$ cat src/include/irlc_map.vh
`ifndef IRLC_MAP_VH
`define IRLC_MAP_VH

// ==========================================================================
// Geometry
// ==========================================================================
`define IRLC_NLINES 56
`define IRLC_IDX_W 6
`define IRLC_AW 12
`define IRLC_DW 32
`define IRLC_PEND_W 64

// ==========================================================================
// Register map (byte addresses on the register bus)
// ==========================================================================
`define IRLC_REQ_BASE 12'h404
`define IRLC_REQ_LAST 12'h4E0
`define IRLC_PEND_LO 12'h200
`define IRLC_PEND_HI 12'h204

// ==========================================================================
// Line request register fields
// ==========================================================================
`define IRLC_PENDING_BIT 31
`define IRLC_SET_SW_BIT 30
`define IRLC_CLR_SW_BIT 29
`define IRLC_WE_PRIO_BIT 28
`define IRLC_WE_TGT_BIT 27
`define IRLC_WE_EN_BIT 26
`define IRLC_WE_POL_BIT 25
`define IRLC_POL_BIT 17
`define IRLC_EN_BIT 16
`define IRLC_TGT_BIT 8
`define IRLC_PRIO_MSB 3
`define IRLC_PRIO_LSB 0
`define IRLC_PRIO_W 4

// ==========================================================================
// Reset values and field encodings
// ==========================================================================
`define IRLC_POL_RST 1'h0
`define IRLC_EN_RST 1'h0
`define IRLC_TGT_RST 1'h0
`define IRLC_PRIO_RST 4'h0
`define IRLC_SW_RST 1'h0
`define IRLC_PRIO_MASKED 4'h0
`define IRLC_TGT_NORMAL 1'h1

// ==========================================================================
// Line indices of the combined bus controller requests (line n at index n-1)
// ==========================================================================
`define IRLC_CAN_GEN_IDX 35
`define IRLC_CAN0_RX_IDX 36
`define IRLC_CAN1_RX_IDX 37
`define IRLC_NCAN 2

`endif

$ cat src/hdl/irlc_top.v
// What this block does
// - Bit 31 reads line pending state
// - Pending also mirrored in controller pending words
// - Bit 30 one sets software request
// - Bit 29 one clears software request
// - Priority, polarity change only with gate bits
// - Enable changes only with bit 26
// - Bits 24 to 18 read zero
// - Every line has its own request register
// - General bus request ORs six error events
// - Message received ORs receive and identifier
// - Bit 17 selects active-low request polarity
// - Bit 16 enables line, reset off
// - Bit 8 routes normal, zero routes fast
// - Bits 3 to 0 priority, zero masks
//
// Register access over APB and the register addresses were decided locally.
`timescale 1ns/1ps
`include "irlc_map.vh"

module irlc_top (
    input wire i_mclk,
    input wire i_srst,
    input wire i_psel,
    input wire i_penable,
    input wire i_pwrite,
    input wire [`IRLC_AW-1:0] i_paddr,
    input wire [`IRLC_DW-1:0] i_pwdata,
    output reg [`IRLC_DW-1:0] o_prdata,
    output wire o_pready,
    output wire o_pslverr,
    input wire [`IRLC_NLINES-1:0] i_line_req,
    input wire [`IRLC_NCAN-1:0] i_error_warning_event,
    input wire [`IRLC_NCAN-1:0] i_data_overrun_event,
    input wire [`IRLC_NCAN-1:0] i_error_passive_event,
    input wire [`IRLC_NCAN-1:0] i_arbitration_lost_event,
    input wire [`IRLC_NCAN-1:0] i_bus_error_event,
    input wire i_lookup_table_error_event,
    input wire [`IRLC_NCAN-1:0] i_receive_event,
    input wire [`IRLC_NCAN-1:0] i_identifier_ready_event,
    output reg [`IRLC_NLINES-1:0] o_normal_req_lines,
    output reg [`IRLC_NLINES-1:0] o_fast_req_lines,
    output reg [`IRLC_NLINES*`IRLC_PRIO_W-1:0] o_line_priority,
    output reg o_normal_cpu_interrupt,
    output reg o_fast_cpu_interrupt
);

    // ======================================================================
    // Declarations
    // ======================================================================
    wire can_general_req;
    wire [`IRLC_NCAN-1:0] can_msg_rx_req;
    reg [`IRLC_NLINES-1:0] hw_req;
    wire [`IRLC_NLINES*`IRLC_DW-1:0] line_rdata;
    wire [`IRLC_NLINES-1:0] line_pending;
    wire [`IRLC_NLINES-1:0] line_enable;
    wire [`IRLC_NLINES-1:0] line_target;
    wire [`IRLC_NLINES*`IRLC_PRIO_W-1:0] line_prio;
    wire [`IRLC_NLINES-1:0] line_live;
    wire [`IRLC_NLINES-1:0] normal_next;
    wire [`IRLC_NLINES-1:0] fast_next;
    wire [`IRLC_PEND_W-1:0] pend_vec;
    wire [`IRLC_AW-1:0] req_offset;
    wire [`IRLC_IDX_W-1:0] line_idx;
    wire hit_line;
    wire hit_pend_lo;
    wire hit_pend_hi;
    wire hit_any;
    wire setup_phase;
    wire access_phase;
    wire [`IRLC_NLINES-1:0] line_wr;
    reg [`IRLC_DW-1:0] prdata_next;
    reg unmapped_reg;

    // ======================================================================
    // Source combining
    // ======================================================================
    // The bus controllers share lines, so their events are merged first
    irlc_can_comb u_can_comb (
        .i_error_warning_event(i_error_warning_event),
        .i_data_overrun_event(i_data_overrun_event),
        .i_error_passive_event(i_error_passive_event),
        .i_arbitration_lost_event(i_arbitration_lost_event),
        .i_bus_error_event(i_bus_error_event),
        .i_lookup_table_error_event(i_lookup_table_error_event),
        .i_receive_event(i_receive_event),
        .i_identifier_ready_event(i_identifier_ready_event),
        .o_general_req(can_general_req),
        .o_msg_rx_req(can_msg_rx_req)
    );

    // Merged requests are ORed onto their lines so a direct input there still works
    always @* begin
        hw_req = i_line_req;
        hw_req[`IRLC_CAN_GEN_IDX] = i_line_req[`IRLC_CAN_GEN_IDX] | can_general_req;
        hw_req[`IRLC_CAN0_RX_IDX] = i_line_req[`IRLC_CAN0_RX_IDX] | can_msg_rx_req[0];
        hw_req[`IRLC_CAN1_RX_IDX] = i_line_req[`IRLC_CAN1_RX_IDX] | can_msg_rx_req[1];
    end

    // ======================================================================
    // Address decode
    // ======================================================================
    // Line n sits one word above line n-1, starting at the base for line 1
    assign req_offset = i_paddr - `IRLC_REQ_BASE;
    assign line_idx = req_offset[`IRLC_IDX_W+1:2];
    assign hit_line = (i_paddr >= `IRLC_REQ_BASE) && (i_paddr <= `IRLC_REQ_LAST) &&
                      (i_paddr[1:0] == 2'h0);
    assign hit_pend_lo = (i_paddr == `IRLC_PEND_LO);
    assign hit_pend_hi = (i_paddr == `IRLC_PEND_HI);
    assign hit_any = hit_line | hit_pend_lo | hit_pend_hi;

    assign setup_phase = i_psel & ~i_penable;
    assign access_phase = i_psel & i_penable;

    // ======================================================================
    // Per-line request registers
    // ======================================================================
    genvar g;
    generate
        for (g = 0; g < `IRLC_NLINES; g = g + 1) begin : g_line
            // Line number at the width of the decoded index, so the compare is exact
            localparam [`IRLC_IDX_W-1:0] LINE_NUM = g;

            // Write strobe fires only on the completing access edge
            assign line_wr[g] = access_phase & i_pwrite & hit_line &
                                (line_idx == LINE_NUM);

            irlc_line u_line (
                .i_mclk(i_mclk),
                .i_srst(i_srst),
                .i_wr(line_wr[g]),
                .i_wdata(i_pwdata),
                .i_hw_req(hw_req[g]),
                .o_rdata(line_rdata[g*`IRLC_DW +: `IRLC_DW]),
                .o_pending(line_pending[g]),
                .o_enable(line_enable[g]),
                .o_target(line_target[g]),
                .o_priority(line_prio[g*`IRLC_PRIO_W +: `IRLC_PRIO_W])
            );

            // A line reaches the core only if enabled and not masked by priority
            assign line_live[g] = line_pending[g] & line_enable[g] &
                                  (line_prio[g*`IRLC_PRIO_W +: `IRLC_PRIO_W] !=
                                   `IRLC_PRIO_MASKED);
            assign normal_next[g] = line_live[g] &
                                    (line_target[g] == `IRLC_TGT_NORMAL);
            assign fast_next[g] = line_live[g] &
                                  (line_target[g] != `IRLC_TGT_NORMAL);
        end
    endgenerate

    // ======================================================================
    // Controller-wide pending view
    // ======================================================================
    // Bit n of the pending words is line n; bit 0 and bits above 56 are unused
    assign pend_vec = {7'h00, line_pending, 1'h0};

    // ======================================================================
    // Register bus slave
    // ======================================================================
    // Zero wait states: read data is captured in the setup cycle
    assign o_pready = 1'h1;
    // Unmapped accesses end with an error; writes to pending words are ignored
    assign o_pslverr = access_phase & unmapped_reg;

    // Read mux; the pending words share the same line_pending vector as bit 31
    always @* begin
        prdata_next = {`IRLC_DW{1'h0}};
        if (hit_line) begin
            prdata_next = line_rdata[{line_idx, 5'h00} +: `IRLC_DW];
        end else if (hit_pend_lo) begin
            prdata_next = pend_vec[`IRLC_DW-1:0];
        end else if (hit_pend_hi) begin
            prdata_next = pend_vec[`IRLC_PEND_W-1:`IRLC_DW];
        end
    end

    // Capture read data and decode result once per transfer
    always @(posedge i_mclk) begin
        if (i_srst) begin
            o_prdata <= {`IRLC_DW{1'h0}};
            unmapped_reg <= 1'h0;
        end else if (setup_phase) begin
            o_prdata <= i_pwrite ? {`IRLC_DW{1'h0}} : prdata_next;
            unmapped_reg <= ~hit_any;
        end
    end

    // ======================================================================
    // Outputs to the core and the arbiter
    // ======================================================================
    // Registered so the core sees glitch-free levels; costs one cycle latency
    always @(posedge i_mclk) begin
        if (i_srst) begin
            o_normal_req_lines <= {`IRLC_NLINES{1'h0}};
            o_fast_req_lines <= {`IRLC_NLINES{1'h0}};
            o_line_priority <= {`IRLC_NLINES*`IRLC_PRIO_W{1'h0}};
            o_normal_cpu_interrupt <= 1'h0;
            o_fast_cpu_interrupt <= 1'h0;
        end else begin
            o_normal_req_lines <= normal_next;
            o_fast_req_lines <= fast_next;
            o_line_priority <= line_prio;
            o_normal_cpu_interrupt <= |normal_next;
            o_fast_cpu_interrupt <= |fast_next;
        end
    end

    // Retargeting a live line moves its request to the other output on one edge, never onto both;
    // software is expected to disable the line around the change.

endmodule

$ cat src/hdl/irlc_can_comb.v
`timescale 1ns/1ps
`include "irlc_map.vh"

// ==========================================================================
// Bus controller request combiner
// ==========================================================================
module irlc_can_comb (
    input wire [`IRLC_NCAN-1:0] i_error_warning_event,
    input wire [`IRLC_NCAN-1:0] i_data_overrun_event,
    input wire [`IRLC_NCAN-1:0] i_error_passive_event,
    input wire [`IRLC_NCAN-1:0] i_arbitration_lost_event,
    input wire [`IRLC_NCAN-1:0] i_bus_error_event,
    input wire i_lookup_table_error_event,
    input wire [`IRLC_NCAN-1:0] i_receive_event,
    input wire [`IRLC_NCAN-1:0] i_identifier_ready_event,
    output wire o_general_req,
    output wire [`IRLC_NCAN-1:0] o_msg_rx_req
);

    // All error kinds of every controller share one line
    assign o_general_req = (|i_error_warning_event) | (|i_data_overrun_event) |
                           (|i_error_passive_event) | (|i_arbitration_lost_event) |
                           (|i_bus_error_event) | i_lookup_table_error_event;

    // Each controller has its own message-received line
    assign o_msg_rx_req = i_receive_event | i_identifier_ready_event;

endmodule

$ cat src/hdl/irlc_line.v
`timescale 1ns/1ps
`include "irlc_map.vh"

// ==========================================================================
// One interrupt line: configuration and software request latch
// ==========================================================================
module irlc_line (
    input wire i_mclk,
    input wire i_srst,
    input wire i_wr,
    input wire [`IRLC_DW-1:0] i_wdata,
    input wire i_hw_req,
    output wire [`IRLC_DW-1:0] o_rdata,
    output wire o_pending,
    output wire o_enable,
    output wire o_target,
    output wire [`IRLC_PRIO_W-1:0] o_priority
);

    reg pol_reg;
    reg en_reg;
    reg tgt_reg;
    reg [`IRLC_PRIO_W-1:0] prio_reg;
    reg sw_reg;

    // Each field moves only when its gate bit is set in the same write
    always @(posedge i_mclk) begin
        if (i_srst) begin
            pol_reg <= `IRLC_POL_RST;
            en_reg <= `IRLC_EN_RST;
            tgt_reg <= `IRLC_TGT_RST;
            prio_reg <= `IRLC_PRIO_RST;
        end else if (i_wr) begin
            if (i_wdata[`IRLC_WE_PRIO_BIT]) begin
                prio_reg <= i_wdata[`IRLC_PRIO_MSB:`IRLC_PRIO_LSB];
            end
            if (i_wdata[`IRLC_WE_POL_BIT]) begin
                pol_reg <= i_wdata[`IRLC_POL_BIT];
            end
            if (i_wdata[`IRLC_WE_EN_BIT]) begin
                en_reg <= i_wdata[`IRLC_EN_BIT];
            end
            if (i_wdata[`IRLC_WE_TGT_BIT]) begin
                tgt_reg <= i_wdata[`IRLC_TGT_BIT];
            end
        end
    end

    // Software request latch; set beats clear when both are written at once
    always @(posedge i_mclk) begin
        if (i_srst) begin
            sw_reg <= `IRLC_SW_RST;
        end else if (i_wr && i_wdata[`IRLC_SET_SW_BIT]) begin
            sw_reg <= 1'h1;
        end else if (i_wr && i_wdata[`IRLC_CLR_SW_BIT]) begin
            sw_reg <= 1'h0;
        end
    end

    // Polarity-corrected hardware request merged with the software request
    assign o_pending = (i_hw_req ^ pol_reg) | sw_reg;
    assign o_enable = en_reg;
    assign o_target = tgt_reg;
    assign o_priority = prio_reg;

    // Strobes, gates and reserved bits all read back as zero
    assign o_rdata = {o_pending, 6'h00, 7'h00, pol_reg, en_reg, 7'h00, tgt_reg,
                      4'h0, prio_reg};

endmodule

$ cat config.mk
export PLATFORM = sky130hd
export DESIGN_NAME = irlc_top
export DESIGN_NICKNAME = d
export VERILOG_FILES = /design/src/hdl/irlc_top.v /design/src/hdl/irlc_can_comb.v /design/src/hdl/irlc_line.v
export VERILOG_INCLUDE_DIRS = /design/src /design/src/include
export SDC_FILE = /design/constraint.sdc
export NUM_CORES = 2
export LEC_CHECK = 0
export BUFFER_PORTS_ARGS = -buffer_cell sky130_fd_sc_hd__buf_2
export CELL_PAD_IN_SITES_DETAIL_PLACEMENT = 1
export CELL_PAD_IN_SITES_GLOBAL_PLACEMENT = 1
export CORE_MARGIN = 3
export CORE_UTILIZATION = 46
export CTS_BUF_LIST = sky130_fd_sc_hd__clkbuf_4
export DETAILED_ROUTE_END_ITERATION = 10
export PLACE_DENSITY = 0.84
export SLEW_MARGIN = 20
export SYNTH_ARGS = -nofsm -noshare
export SYNTH_HDL_FRONTEND = slang
export SYNTH_SLANG_ARGS = --single-unit
$ cat constraint.sdc
create_clock -name i_mclk -period 5.7 [get_ports i_mclk]
set_input_delay 1.425 -clock i_mclk [delete_from_list [all_inputs] [get_ports i_mclk]]
set_output_delay 1.425 -clock i_mclk [all_outputs]
set_load 0.1 [all_outputs]
==> key figures <==
Run status
  – Status: complete, no violations

Flow run
  – Max-Cap Viols: 0

Worst setup path
  – Reg2Reg Setup Slack: 2260 ps
  – CP max-delay cell: nor4_4
  – Crit. Startpoint: i_paddr[2]
  – WS Path Type: input port to register
  – Crit-path max FO: 15
  – CP startpoint kind: input port
  – Worst reg-to-reg path cell count: 6
  – End of the critical path: g_line[26].u_line.o_priority[2]$_SDFFE_PP0P_
  – WP data arrival: 4980 ps
  – Crit path largest cell delay: 770 ps
  – Start of the worst register-to-register path: g_line[16].u_line.o_priority[0]$_SDFFE_PP0P_
  – CP endpoint kind: register
  – Cell Chain, Critical Path: buf_6 > inv_1 > ha_1 > nor3b_4 > xor2_2 > buf_4 > nand3_2 > nor4_4 > nand2_1 > nand2_1 > a21oi_1
  – Most used cell, CP: nand2_1
  – Worst EP required: 6600 ps
  – Worst r2r dst: o_normal_cpu_interrupt$_SDFF_PP0_

Yosys
  – Ys async rst share: 0%
  – Yosys warns: 0
  – Yosys cell types: 73
  – FF+latch count, synth: 819
  – Post-Syn Area: 34100 sq um
  – Syn Area/Cell: 9.44 sq um
  – Post-synthesis sequential area ratio: 48.1%
  – Post-synth EDFFs: 0
  – Mapped Cells: 3612
  – Biggest area consumer among synthesized cells: dfxtp_1
  – Syn_nets: 3738
  – Synth top area share: 48.1%
  – Top_reg_cell synth: dfxtp_1
  – Synth top area cells: dfxtp_1, mux4_2, a21oi_1

Route
  – Via density: 6.29
  – Avg WL per Cell: 27.9 microns
  – Remaining DRCs: 0
  – DR pass1 iterations: 6
  – Starting DRT DRC Count: 4141
  – Routed WL: 145 mm
  – Via count: 32600
  – Antenna viol nets, final: 0

CTS
  – CTS tree: done
  – Max clock buf depth: 3
  – Postcts setup bufs: 0
  – Sink Count: 819
  – Worst-Skew Late Latency: 1120 ps
  – Clock root cell: clkbuf_4
  – H-tree depth: 4
  – Resize count post-CTS: 0
  – Clock slew seen by the registers of the worst setup and hold paths: 70 ps
  – CTS Buf Count: 208
  – Hold buffers post-CTS: 0

Final layout
  – Layout area overhead: 16.3%
  – Layout cell share with drive strength beyond 1: 25.2%
  – Nets: 4195
  – Post-route cell area: 39700 sq um
  – Commonest cells after routing, fill and taps aside: dfxtp_1, buf_2, nand2_1, a21oi_1, clkbuf_4
  – Commonest non-fill, non-tap cell in the layout: dfxtp_1

Place
  – Pre-CTS WS: 665 ps
  – DPL Wire Length: 102 mm
  – GPL Wtd Cong: 0.968
  – Post-DP Area: 37100 sq um
  – Input/output buffers: 471

Global routing
  – Initial antenna violation count: 25
  – Largest net degree at the start of global routing: 193
  – Total GRT Usage: 36.2%
  – Vias in the first global route: 32200
  – First-pass GRT wire length: 212 mm
  – Gr ovfl total: 0

STA
  – Min Tclk post-route: 4080 ps
  – Final Setup Violations: 0
  – Setup WS post-layout: 1620 ps
  – Worst slew pin tran: 1040 ps
  – Fin. Hold Viols: 0
  – Rel. slew slack: 29.9%
  – Skew final: 78.7 ps
  – Achievable Freq: 245 MHz
  – Slew Limit Fails: 0
  – Setup TNS: 0 ps
  – Fin crit share: 71.6%
  – Unrepaired setup endpoints after global routing: false

Die
  – Die area: 77500 sq um
  – Die height: 278 microns
  – Chip width: 278 microns
  – Core Box Area: 73200 sq um
  – Initial core utilization: 46.6%
  – Row cnt: 99
  – Total I/O pin count: 492

Pwr
  – Leakage: 16.2 nW
  – Maximum VDD drop: 0.000240 V
  – Power density over the cells: 285 nW/um^2

Min path
  – Hold WC Path Type: register to register
-- cell families (layout without fill, tap and decap cells) --
group                      count (synthesis)  in the layout  synth area share, %
muxes                                    256            256                 11.8
other                                      1             17               0.0110
buffers and inverters                    369            968                 4.61
xor gates and xnor gates                  58             58                 1.53
AOI/OAI and AO/OA                        680            680                 11.4
DFF                                      819            819                 48.1
adders and majority gates                  6              6                0.220
and+or+nand+nor                         1423           1423                 22.3
-- layout make-up --
| cell class | instances | area [sq um] |
|---|---|---|
| Fill cell | 8564 | 33500 |
| Sequential cell | 819 | 16400 |
| Multi-Input combinational cell | 2424 | 16200 |
| Timing Repair Buffer | 553 | 3120 |
| Clock buffer | 299 | 2240 |
| Tap cell | 959 | 1200 |
| Clock inverter | 53 | 246 |
| Inverter | 63 | 236 |
| Antenna cell | 16 | 40.0 |
-- routing by layer --
metal | GRT usage [%] | vias up | wire, microns
li1 | - | 13900 | -
met4 | 20.9 | 18 | 9050
met1 | 44.6 | 16000 | 53400
met2 | 55.4 | 2208 | 64000
met5 | 0 | - | 136
met3 | 12.4 | 492 | 18100
-- how the worst min path moves through the flow --
stage / start / depth (start not counted) / end
finish: o_prdata[28]$_SDFFE_PP0P_ / 2 / o_prdata[28]$_SDFFE_PP0P_
global route: g_line[14].u_line.o_priority[3]$_SDFFE_PP0P_ / 1 / o_line_priority[59]$_SDFF_PP0_
CTS: g_line[14].u_line.o_priority[3]$_SDFFE_PP0P_ / 1 / o_line_priority[59]$_SDFF_PP0_
detailed placement: o_prdata[7]$_SDFFE_PP0P_ / 2 / o_prdata[7]$_SDFFE_PP0P_
global placement: o_prdata[27]$_SDFFE_PP0P_ / 2 / o_prdata[27]$_SDFFE_PP0P_
floorplan: g_line[30].u_line.o_target$_SDFFE_PP0P_ / 1 / o_fast_req_lines[30]$_SDFF_PP0_
-- critical path: cells and delay by family --
kind	cells	cell delay (ps)
simple gates	5	2070
buf+inv	3	770
fa+ha+maj	1	410
xor+xnor	1	190
compound gates	1	80
-- stage by stage --
step / instances / power, mW / hold WS [ps] / util (%)
final: 5186 / 11.3 / 454 / 54.2
after global routing: 5182 / 11.7 / 460 / 54.2
after CTS: 5170 / 11.4 / 452 / 54.1
after detailed placement: 4818 / 6.54 / 449 / 50.7
after global placement: 4818 / 6.53 / 436 / 50.7
after floorplan: 3612 / 6.29 / 426 / -
-- synth_stat cells (4+ instances only) --
master	number
o21ai_1	7
buf_1	26
nor3_1	126
o211ai_1	22
or3_1	4
nand2b_1	35
or2_2	4
o2111ai_1	5
nand3_1	245
clkbuf_1	188
or4_1	58
ha_1	6
nand2_1	332
mux2_2	7
nand3_2	12
o221ai_1	4
o22a_1	6
dfxtp_1	819
buf_4	19
nand4_1	98
inv_1	60
o21ai_0	145
a21oi_1	332
nor4_4	23
a22oi_1	48
a31oi_1	23
mux2i_1	132
xor2_1	25
nor2_1	216
and3_1	4
o22ai_1	55
nor2b_1	227
o221a_2	4
buf_2	69
o31ai_1	4
buf_6	4
mux4_2	117
nor4_1	16
xnor2_1	31
-- power by group --
group	total (mW)	internal, mW	switching [mW]
Combinational	0.718	0.173	0.544
Sequential	5.72	5.72	0.000489
Clock	4.89	2.40	2.49
(Power assumes the default switching activity.)
